`config.mk`:
```
export PLATFORM = sky130hd
export DESIGN_NAME = vsw_slave_window
export DESIGN_NICKNAME = d
export VERILOG_FILES = /design/src/logic/vsw_pkg.sv /design/src/logic/vsw_slave_window.sv
export SDC_FILE = /design/constraint.sdc
export NUM_CORES = 1
export LEC_CHECK = 0
export BUFFER_PORTS_ARGS = -buffer_cell sky130_fd_sc_hd__buf_2
export CAP_MARGIN = 25
export CORE_ASPECT_RATIO = 0.5
export CORE_UTILIZATION = 54
export CTS_CLUSTER_SIZE = 8
export DETAILED_ROUTE_END_ITERATION = 16
export HOLD_SLACK_MARGIN = 0.03
export PLACE_DENSITY = 0.79
export SLEW_MARGIN = 5
export SYNTH_ARGS = -nofsm -noshare
export SYNTH_HDL_FRONTEND = slang
export SYNTH_SLANG_ARGS = --single-unit
```
`constraint.sdc`:
```
create_clock -name core_clk_in -period 1.75 [get_ports core_clk_in]
set_input_delay 0.175 -clock core_clk_in [delete_from_list [all_inputs] [get_ports core_clk_in]]
set_output_delay 0.175 -clock core_clk_in [all_outputs]
set_load 0.02 [all_outputs]
```
`src/logic/vsw_pkg.sv`:
```
// Constants and types for the slave address window and remap block
package vsw_pkg;
	localparam int ADDR_W = 32;
	localparam int IO_ADDR_W = 4;
	localparam int IO_DATA_W = 16;
	localparam int WIN_W = 9;
	localparam int MASK_W = 16;
	localparam int PASS_LSB = 16;
	localparam int REMAP_MSB = 24;
	localparam int ZERO_LSB = 25;
	localparam int CMP_LSB = 16;
	localparam int AM_W = 6;
	localparam int A24_TOP = 23;
	localparam int A32_FIXED_LSB = 24;
	localparam int SRC_W = 2;
	// I/O register offsets (byte addresses, 16-bit words)
	localparam logic [IO_ADDR_W-1:0] OFF_WIN_SIZE = 4'h0;
	localparam logic [IO_ADDR_W-1:0] OFF_REMAP = 4'h2;
	localparam logic [IO_ADDR_W-1:0] OFF_CMP = 4'h4;
	localparam logic [IO_ADDR_W-1:0] OFF_MASK = 4'h6;
	localparam logic [IO_ADDR_W-1:0] OFF_CTRL = 4'h8;
	localparam logic [IO_ADDR_W-1:0] OFF_AMSRC = 4'hA;
	localparam logic [WIN_W-1:0] WIN_BYPASS = 9'h1FF;
	localparam logic [WIN_W-1:0] WIN_RST = 9'h1FF;
	localparam logic [WIN_W-1:0] REMAP_RST = 9'h000;
	localparam logic [MASK_W-1:0] MASK_RST = 16'h0000;
	localparam logic [MASK_W-1:0] CMP_RST = 16'h0000;
	localparam logic [AM_W-1:0] AMSRC_RST = 6'h00;
	// Control register bits
	localparam int CTL_A32_EN = 0;
	localparam int CTL_A24_EN = 1;
	localparam int CTL_SEL0_LSB = 2;
	localparam int CTL_SEL1_LSB = 4;
	localparam int CTL_W = 6;
	localparam logic [CTL_W-1:0] CTRL_RST = 6'h00;
	// Slave select address modifier sources
	typedef enum logic [SRC_W-1:0] {
		VSW_AM_STD = 2'h0,
		VSW_AM_USER = 2'h1,
		VSW_AM_ANY = 2'h2,
		VSW_AM_OFF = 2'h3
	} vsw_am_src_e;
	localparam logic [AM_W-1:0] AM_A32_STD = 6'h09;
	localparam logic [AM_W-1:0] AM_A24_STD = 6'h39;
	// Local regions
	localparam logic [ADDR_W-1:0] NA_LO = 32'h000E0000;
	localparam logic [ADDR_W-1:0] NA_HI = 32'h000EFFFF;
	localparam logic [ADDR_W-1:0] EXT_LO = 32'h00100000;
	localparam logic [ADDR_W-1:0] EXT_HI = 32'h00FFFFFF;
endpackage : vsw_pkg

```
`src/logic/vsw_slave_window.sv`:
```
// Slave address decode, window sizing and remap into local address space
`timescale 1ns/1ps
`default_nettype none
module vsw_slave_window #(
	parameter int DUMMY_W = 1
) (
	input wire logic core_clk_in,
	input wire logic sys_rst_in,
	input wire logic io_sel_in,
	input wire logic io_wr_in,
	input wire logic io_rd_in,
	input wire logic io_word_in,
	input wire logic [vsw_pkg::IO_ADDR_W-1:0] io_addr_in,
	input wire logic [vsw_pkg::IO_DATA_W-1:0] io_wdata_in,
	output logic [vsw_pkg::IO_DATA_W-1:0] io_rdata_out,
	output logic io_ack_out,
	input wire logic vme_as_in,
	input wire logic vme_a32_in,
	input wire logic [vsw_pkg::AM_W-1:0] vme_am_in,
	input wire logic [vsw_pkg::ADDR_W-1:0] vme_addr_in,
	input wire logic master_blt_in,
	input wire logic [vsw_pkg::ADDR_W-1:0] master_laddr_in,
	output logic [vsw_pkg::ADDR_W-1:0] local_addr_out,
	output logic slave_hit_out,
	output logic dtack_out
);
	import vsw_pkg::*;

	logic [WIN_W-1:0] slave_window_size;
	logic [WIN_W-1:0] slave_remap_base;
	logic [MASK_W-1:0] slave_decode_mask;
	logic [MASK_W-1:0] slave_compare;
	logic [CTL_W-1:0] slave_ctrl;
	logic [AM_W-1:0] slave_am_source;
	logic [1:0] as_sync;
	logic [ADDR_W-1:0] addr_s1;
	logic [ADDR_W-1:0] addr_s2;
	logic [AM_W-1:0] am_s1;
	logic [AM_W-1:0] am_s2;
	logic a32_s1;
	logic a32_s2;

	// Bus writes need a full 16-bit access; byte accesses are ignored
	wire io_access = io_sel_in && io_word_in && (io_wr_in || io_rd_in);
	wire io_write = io_sel_in && io_word_in && io_wr_in;
	wire wr_size = io_write && (io_addr_in == OFF_WIN_SIZE);
	wire wr_remap = io_write && (io_addr_in == OFF_REMAP);
	wire wr_cmp = io_write && (io_addr_in == OFF_CMP);
	wire any_cmp = io_access && (io_addr_in == OFF_CMP);
	wire wr_mask = io_write && (io_addr_in == OFF_MASK);
	wire wr_ctrl = io_write && (io_addr_in == OFF_CTRL);
	wire wr_amsrc = io_write && (io_addr_in == OFF_AMSRC);

	// Upper seven bits of size and remap read as zero; software need not mask them
	wire [IO_DATA_W-1:0] rd_mux =
		(io_addr_in == OFF_WIN_SIZE) ? {7'h00, slave_window_size} :
		(io_addr_in == OFF_REMAP) ? {7'h00, slave_remap_base} :
		(io_addr_in == OFF_CMP) ? slave_compare :
		(io_addr_in == OFF_MASK) ? slave_decode_mask :
		(io_addr_in == OFF_CTRL) ? {10'h000, slave_ctrl} :
		(io_addr_in == OFF_AMSRC) ? {10'h000, slave_am_source} : 16'h0000;

	always_ff @(posedge core_clk_in) begin
		if (sys_rst_in) begin
			slave_window_size <= WIN_RST;
			slave_remap_base <= REMAP_RST;
			slave_compare <= CMP_RST;
			slave_decode_mask <= MASK_RST;
			slave_ctrl <= CTRL_RST;
			slave_am_source <= AMSRC_RST;
			io_rdata_out <= 16'h0000;
			io_ack_out <= 1'b0;
		end else begin
			if (wr_size) slave_window_size <= io_wdata_in[WIN_W-1:0];
			if (wr_remap) slave_remap_base <= io_wdata_in[WIN_W-1:0];
			if (wr_cmp) slave_compare <= io_wdata_in;
			// Any compare access wipes the mask, so mask goes second
			if (any_cmp) slave_decode_mask <= MASK_RST;
			else if (wr_mask) slave_decode_mask <= io_wdata_in;
			if (wr_ctrl) slave_ctrl <= io_wdata_in[CTL_W-1:0];
			if (wr_amsrc) slave_am_source <= io_wdata_in[AM_W-1:0];
			io_rdata_out <= (io_sel_in && io_rd_in && io_word_in) ? rd_mux : 16'h0000;
			io_ack_out <= io_access;
		end
	end

	// Two-stage synchronisers for the bus side; address is stable under AS
	always_ff @(posedge core_clk_in) begin
		if (sys_rst_in) begin
			as_sync <= 2'h0;
			addr_s1 <= 32'h00000000;
			addr_s2 <= 32'h00000000;
			am_s1 <= 6'h00;
			am_s2 <= 6'h00;
			a32_s1 <= 1'b0;
			a32_s2 <= 1'b0;
		end else begin
			as_sync <= {as_sync[0], vme_as_in};
			addr_s1 <= vme_addr_in;
			addr_s2 <= addr_s1;
			am_s1 <= vme_am_in;
			am_s2 <= am_s1;
			a32_s1 <= vme_a32_in;
			a32_s2 <= a32_s1;
		end
	end

	wire as_s = as_sync[1];

	// Address modifier acceptance per slave select
	wire [SRC_W-1:0] sel0 = slave_ctrl[CTL_SEL0_LSB +: SRC_W];
	wire [SRC_W-1:0] sel1 = slave_ctrl[CTL_SEL1_LSB +: SRC_W];
	wire am_ok0 = (sel0 == VSW_AM_ANY) ||
		(sel0 == VSW_AM_STD && am_s2 == AM_A32_STD) ||
		(sel0 == VSW_AM_USER && am_s2 == slave_am_source);
	wire am_ok1 = (sel1 == VSW_AM_ANY) ||
		(sel1 == VSW_AM_STD && am_s2 == AM_A24_STD) ||
		(sel1 == VSW_AM_USER && am_s2 == slave_am_source);

	// Mask set bits become don't-cares; A32 always ignores A23-A16
	wire [MASK_W-1:0] a32_care = ~slave_decode_mask & 16'hFF00;
	wire [MASK_W-1:0] cmp_diff = addr_s2[ADDR_W-1:CMP_LSB] ^ slave_compare;
	wire hit_a32 = slave_ctrl[CTL_A32_EN] && a32_s2 && am_ok0 &&
		((cmp_diff & a32_care) == 16'h0000);
	// A24 space: compare bits 7..0 match A23-A16
	wire [7:0] a24_care = ~slave_decode_mask[7:0];
	wire hit_a24 = slave_ctrl[CTL_A24_EN] && !a32_s2 && am_ok1 &&
		(((addr_s2[A24_TOP:CMP_LSB] ^ slave_compare[7:0]) & a24_care) == 8'h00);
	wire hit = as_s && (hit_a32 || hit_a24);

	// Remap: size bit 1 passes the bus bit, 0 substitutes remap bit
	wire bypass = (slave_window_size == WIN_BYPASS);
	wire [WIN_W-1:0] bus_mid = addr_s2[REMAP_MSB:PASS_LSB];
	wire [WIN_W-1:0] remap_mid = (bus_mid & slave_window_size) |
		(slave_remap_base & ~slave_window_size);
	wire [WIN_W-1:0] mid = bypass ? bus_mid : remap_mid;
	// Slave block transfers arrive as ordinary start addresses, so they remap too
	wire [ADDR_W-1:0] slave_laddr = {7'h00, mid, addr_s2[PASS_LSB-1:0]};
	// Local master block transfers carry a local address: no remap
	wire [ADDR_W-1:0] next_local_addr = master_blt_in ? master_laddr_in : slave_laddr;

	wire in_na = (slave_laddr >= NA_LO) && (slave_laddr <= NA_HI);
	wire in_ext = (slave_laddr >= EXT_LO) && (slave_laddr <= EXT_HI);
	// Extended range acks with no check for fitted memory; data may be junk
	wire next_dtack = hit && !master_blt_in && (in_ext || !in_na);

	always_ff @(posedge core_clk_in) begin
		if (sys_rst_in) begin
			local_addr_out <= 32'h00000000;
			slave_hit_out <= 1'b0;
			dtack_out <= 1'b0;
		end else begin
			local_addr_out <= next_local_addr;
			slave_hit_out <= hit && !master_blt_in;
			dtack_out <= next_dtack;
		end
	end
endmodule : vsw_slave_window
`default_nettype wire

```
# After elaboration in Yosys (flattened, before gate mapping)
# Cells that the tools add are included.
# W data, S select, Z words.
dict set report classes {
  n_mul 0
  reduce_logical 46
  eq_ne 13
  order_cmp 4
  add_sub_neg 0
  div_mod_pow 0
  shift 0
  n_bitwise 12
  mux 8
}
# operator n
set op_table {}
lappend op_table {{$mux W16} 2}
lappend op_table {{$logic_and A1 B1 Y1} 27}
lappend op_table {{$mux W9} 3}
lappend op_table {{$ge A25 B20 Y1 const B} 1}
lappend op_table {{$ge A25 B21 Y1 const B} 1}
lappend op_table {{$le A25 B20 Y1 const B} 1}
lappend op_table {{$le A25 B24 Y1 const B} 1}
lappend op_table {{$mux W25} 1}
lappend op_table {{$and A9 B9 Y9} 2}
lappend op_table {{$and A16 B16 Y16} 1}
lappend op_table {{$logic_not A16 Y1} 1}
lappend op_table {{$not A16 Y16} 1}
lappend op_table {{$xor A16 B16 Y16} 1}
lappend op_table {{$mux W6} 2}
lappend op_table {{$eq A9 B9 Y1 const B} 1}
lappend op_table {{$not A9 Y9} 1}
lappend op_table {{$or A9 B9 Y9} 1}
lappend op_table {{$and A8 B8 Y8} 1}
lappend op_table {{$eq A4 B3 Y1 const B} 2}
lappend op_table {{$eq A4 B4 Y1 const B} 2}
lappend op_table {{$logic_not A8 Y1} 1}
lappend op_table {{$not A8 Y8} 1}
lappend op_table {{$xor A8 B8 Y8} 1}
lappend op_table {{$logic_or A1 B1 Y1} 7}
lappend op_table {{other kinds (12)} 20}
dict set report word_totals {
  output_inout_bits 51
  memories 0
  rom_bits 0
  latchBits 0
  mem_bits_rw 0
  register_bits 193
  input_bits 99
}

# Longest topological paths before layout
dict set report depth {
  depth_word 10
  mapped_depth 7
  ltp_nobuf 5
}

# Worst setup path before layout
# OpenSTA, ideal clock, no wires.
dict set report synth_timing {
  path_kind {input port to flip-flop}
  from {input port io_addr_in[0] in the netlist's numbering}
  to {register slave_window_size[7]}
  n_path_buf 3
  setup_ps 120
  required_ps 1630
  cell_stages 7
  setup_slack_ps 150
  t_arrival_ps 1481
  path_cell_list {buf_6 -> or4_4 -> buf_6 -> nor2_8 -> buf_8 -> nor2b_2 -> a211o_1}
}
dict set report synth_between {
  elab_chain_len 2
}
# item line
set synth_lines {}
lappend synth_lines {{from (decl)} vsw_slave_window.sv:13} ;# input wire logic [vsw_pkg::IO_ADDR_W-1:0] io_addr_in,
lappend synth_lines {{$logic_not A4 Y1} vsw_slave_window.sv:46} ;# wire wr_size = io_write && (io_addr_in == OFF_WIN_SIZE);
lappend synth_lines {{$logic_and A1 B1 Y1} vsw_slave_window.sv:46}
lappend synth_lines {{to (signal assigned)} vsw_slave_window.sv:74} ;# if (wr_size) slave_window_size <= io_wdata_in[WIN_W-1:0];
lappend synth_lines {{to (decl)} vsw_slave_window.sv:29} ;# logic [WIN_W-1:0] slave_window_size;
# No other way between the ends.
# A chain may end at the register's enable or synchronous reset.

# Final worst setup path
dict set report layout_timing {
  from {register slave_am_source[3]}
  to {register dtack_out}
}
dict set report layout_between {
  elab_chain_len 9
  elab_cells_between_ends 13
}
# item line
set layout_lines {}
lappend layout_lines {{from (decl)} vsw_slave_window.sv:34} ;# logic [AM_W-1:0] slave_am_source;
lappend layout_lines {{from (signal assigned)} vsw_slave_window.sv:81} ;# if (wr_amsrc) slave_am_source <= io_wdata_in[AM_W-1:0];
lappend layout_lines {{$eq A6 B6 Y1 *} {vsw_slave_window.sv:115, vsw_slave_window.sv:118}}
lappend layout_lines {{$logic_and A1 B1 Y1, on equally long branches} {vsw_slave_window.sv:115, vsw_slave_window.sv:118}}
lappend layout_lines {{$logic_or A1 B1 Y1, on equally long branches} {vsw_slave_window.sv:114, vsw_slave_window.sv:117}}
lappend layout_lines {{$logic_and A1 B1 Y1, on equally long branches (2 in a row)} {vsw_slave_window.sv:123, vsw_slave_window.sv:127}}
lappend layout_lines {{$logic_or A1 B1 Y1 *} vsw_slave_window.sv:129} ;# wire hit = as_s && (hit_a32 || hit_a24);
lappend layout_lines {{$logic_and A1 B1 Y1 *} vsw_slave_window.sv:129}
lappend layout_lines {{$logic_and A1 B1 Y1 * (2 in a row)} vsw_slave_window.sv:145} ;# wire next_dtack = hit && !master_blt_in && (in_ext || !in_na);
lappend layout_lines {{to (signal assigned)} vsw_slave_window.sv:155} ;# dtack_out <= next_dtack;
lappend layout_lines {{to (decl)} vsw_slave_window.sv:25} ;# output logic dtack_out
# Every way passes the cells marked *; elsewhere a longest branch is shown, timed or not.

==> flow_metrics.env <==
export IMPL_status="complete, no violations"
export IMPL_viasPerCell=5.210
export IMPL_row_count=28
export IMPL_ir_drop_uv=711.4
export IMPL_port_buffers=149
export IMPL_cts_setup_buffers=0
export IMPL_cts_num_sinks=193
export IMPL_firstDrtPassIters=5
export IMPL_core_area_sq_um=12120
export IMPL_critPathArrivalTime_ns=2.01
export IMPL_register_area_sq_um=3866
export IMPL_cts_buffers=17
export IMPL_path_class="reg -> reg"
export IMPL_synth_xor_area_share_pct=2.803
export IMPL_wl_met2_um=8116
export IMPL_maxCapViolations=0
export IMPL_gp_congestion=0.9038
export IMPL_critical_path_max_stage_delay_ns=0.40
export IMPL_rsz0062_at_grt="false"
export IMPL_io_pin_count=150
export IMPL_grt_max_degree=115
export IMPL_die_x_um=161.6
export IMPL_grt_overflow=0
export IMPL_cp_buffers_inverters=0
export IMPL_synth_fp_nets=750
export IMPL_startpoint_type="flip-flop"
export IMPL_yosysWarningCount=0
export IMPL_crit_path_cell_trace="xor2_1 > nor4_1 > a21boi_0 > o32ai_2 > o21a_1"
export IMPL_skew_ns=0.009466
export IMPL_wl_met3_um=1514
export IMPL_tns_ns=0
export IMPL_worst_slew_pin_transition_ns=0.4697
export IMPL_final_cells=1064
export IMPL_grt_pass1_vias=5422
export IMPL_synthArstFlopShare_pct=0
export IMPL_fin_ws_ns=0.1066
export IMPL_synthFlopType="dfxtp_1"
export IMPL_hold_viol=0
export IMPL_worst_path_max_fanout=3
export IMPL_drive_gt1_share_pct=24.50
export IMPL_antenna_found_initial=1
export IMPL_min_path_type="in -> reg"
export IMPL_dieArea_sq_um=13210
export IMPL_dp_slack_ns=0.02273
export IMPL_worstPathRequired_ns=2.11
export IMPL_slowest_stage="nor4_1"
export IMPL_grt_total_usage_pct=27.98
export IMPL_synth_top_family_by_area="simple AND/OR/NAND/NOR gates"
export IMPL_dp_cells=950
export IMPL_synth_cell_types=54
export IMPL_clkSlewWorstSetupHoldPaths_ns=0.07
export IMPL_ant_nets=0
export IMPL_yosys_area_share_simple_pct=18.42
export IMPL_drv_slew=0
export IMPL_synth_edff_count=0
export IMPL_ys_ff_latch=193
export IMPL_syn2layout_area_growth_pct=34.95
export IMPL_cp_end_kind="flip-flop"
export IMPL_pwr_density_cell_nw_per_um2=974.6
export IMPL_met1Wirelength_um=8141
export IMPL_slew_headroom_pct=67.79
export IMPL_cpLargestDelayFamily="compound AO/OA/AOI/OAI gates"
export IMPL_finalCriticalPeriod_ns=1.643
export IMPL_synth_compound_area_share_pct=8.810
export IMPL_yosysSeqAreaShare_pct=56.21
export IMPL_synthMuxAreaShare_pct=11.03
export IMPL_synth_adder_area_share_pct=0
export IMPL_fmax_ghz=0.6085
export IMPL_routed_wl_um=18000
export IMPL_dp_final_hpwl_um=11530
export IMPL_drc_errors=0
export IMPL_die_h_um=81.78
export IMPL_avgRoutedWirePerCell_um=16.92
export IMPL_netlist_area_sq_um=6874
export IMPL_vias=5543
export IMPL_drt_iter0_markers=339
export IMPL_placed_cell_area_sq_um=7869
export IMPL_hold_slack_ns=0.05370
export IMPL_period_share_pct=93.91
export IMPL_cts_tree="done"
export IMPL_postLayoutCellArea_sq_um=9276
export IMPL_netlist_instances=651
export IMPL_setup_viol=0
export IMPL_nFillCells=808
export IMPL_cts_path_max_buffers=2
export IMPL_nets=984
export IMPL_p_leak_nw=3.943
export IMPL_initial_core_util_pct=56.71
export IMPL_cts_root_buf="clkbuf_16"
export IMPL_multi_input_area_sq_um=2841
export IMPL_highest_layer="met4"
export IMPL_clk_latency_ns=0.42
export IMPL_h_tree_depth=4
export IMPL_synth_avg_cell_area_sq_um=10.56
export IMPL_grt_pass1_wl_um=27790
==> through the flow <==
step                      util, %  power [mW]
after floorplan                 -       4.979
after global routing        76.51       9.320
after CTS                   76.39       9.062
final                       76.53       9.041
after detailed placement    64.92       5.243
after global placement      64.92       5.231
==> worst register-to-register path: stages, from the launching register on <==
cell and delay, ns:
dfxtp_1 0.35, xor2_1 0.17, nor4_1 0.40, a21boi_0 0.17
o32ai_2 0.33, o21a_1 0.16
==> final cells by class <==
cell class / count / share of cell area [%]
Tap cell: 165 / 2.226
Sequential cell: 193 / 41.68
Inverter: 4 / 0.1619
Clock buffer: 18 / 4.626
Clock inverter: 14 / 1.551
Timing Repair Buffer: 250 / 19.10
Antenna cell: 1 / 0.02698
Multi-Input combinational cell: 419 / 30.63
==> synthesized netlist by cell type (2+ instances only) <==
cell       count  share of area (%)
dfxtp_1      193                 56
buf_6          3               0.49
a211o_1        9                1.1
inv_1          4               0.22
nor2_1        90                4.9
or4_1          2               0.22
nor3_1         3               0.22
xnor2_1       13                1.7
nand2_1       13               0.71
o2bb2ai_1      2               0.25
nor4b_1        2               0.25
xor2_1         9                1.1
buf_2          3               0.22
a22oi_1       15                1.6
o22ai_1        4               0.36
o221ai_1       6               0.76
nor2b_1       90                8.2
or3_1          2               0.18
nand3_1        2               0.15
and2_1         7               0.64
mux2i_1       69                 10
nor3_2         2               0.29
buf_1          3               0.16
o22a_1         2               0.25
mux2_2         6               0.98
nand2b_1       4               0.36
a21oi_1       33                2.4
clkbuf_1      24                1.3
nor4_1         2               0.18
o21ai_0       10               0.73
==> logic make-up (layout without fill, tap and decap cells) <==
group           Yosys count  count (layout)
buf+inv                  39             286
mux                      75              75
simple gates            231             231
other cells               0               1
compound gates           91              91
xor+xnor                 22              22
flops                   193             193
==> power by group <==
group,switching (mW),internal (mW)
sequential,0.0518,4.52
combinational,0.368,0.374
clock,1.83,1.90
total,2.25,6.79
==> sequential cells by signal, indices dropped and copies added, names as in the netlist, 2 cells and up <==
name,count
slave_am_source,6
am_s2,6
as_sync,2
slave_compare,16
slave_decode_mask,16
am_s1,6
addr_s2,32
addr_s1,32
io_rdata_out,16
local_addr_out,32
slave_remap_base,9
slave_window_size,9
slave_ctrl,6
==> cells in the final DEF, fill, tap and decap left out, types with 3 or more instances in the layout <==
cell type      instances
a211o_1                9
clkinv_8               3
mux2i_1               69
a21oi_1               33
o22ai_1                4
dfxtp_1              191
nand2_1               13
buf_4                 16
buf_2                148
and2_1                 7
nor2_1                90
mux2_2                 6
clkbuf_16             17
a22oi_1               15
dlygate4sd3_1         81
nand2b_1               4
nor2b_1               90
inv_6                  7
xor2_1                 9
buf_12                 5
o21ai_0               10
nor3_1                 3
inv_1                  4
o221ai_1               6
xnor2_1               12
==> routing by layer <==
| metal | global-route usage [%] | up-vias |
|---|---|---|
| met4 | 8.868 | 0 |
| met3 | 7.980 | 24 |
| met1 | 36.74 | 2629 |
| li1 | - | 2671 |
| met2 | 45.13 | 219 |
| met5 | 0 | - |
==> worst paths after layout <==
check,slack [ns],end,from,depth (start not counted)
worst min-delay path,0.05,slave_window_size[8],io_wdata_in[8],2
worst max register to register,0.11,dtack_out,slave_am_source[3],5
worst min register to register,0.44,addr_s2[3],addr_s1[3],1
worst max-delay path,0.11,dtack_out,slave_am_source[3],5
==> repair_timing <==
action,CTS,global route
gates cloned,0,0
hold buffers,81,0
endpoints found under the setup margin,1,1
hold endpoints to repair,86,0
pin swaps,0,1
resized for setup,1,4
(Power assumes the default switching activity.)
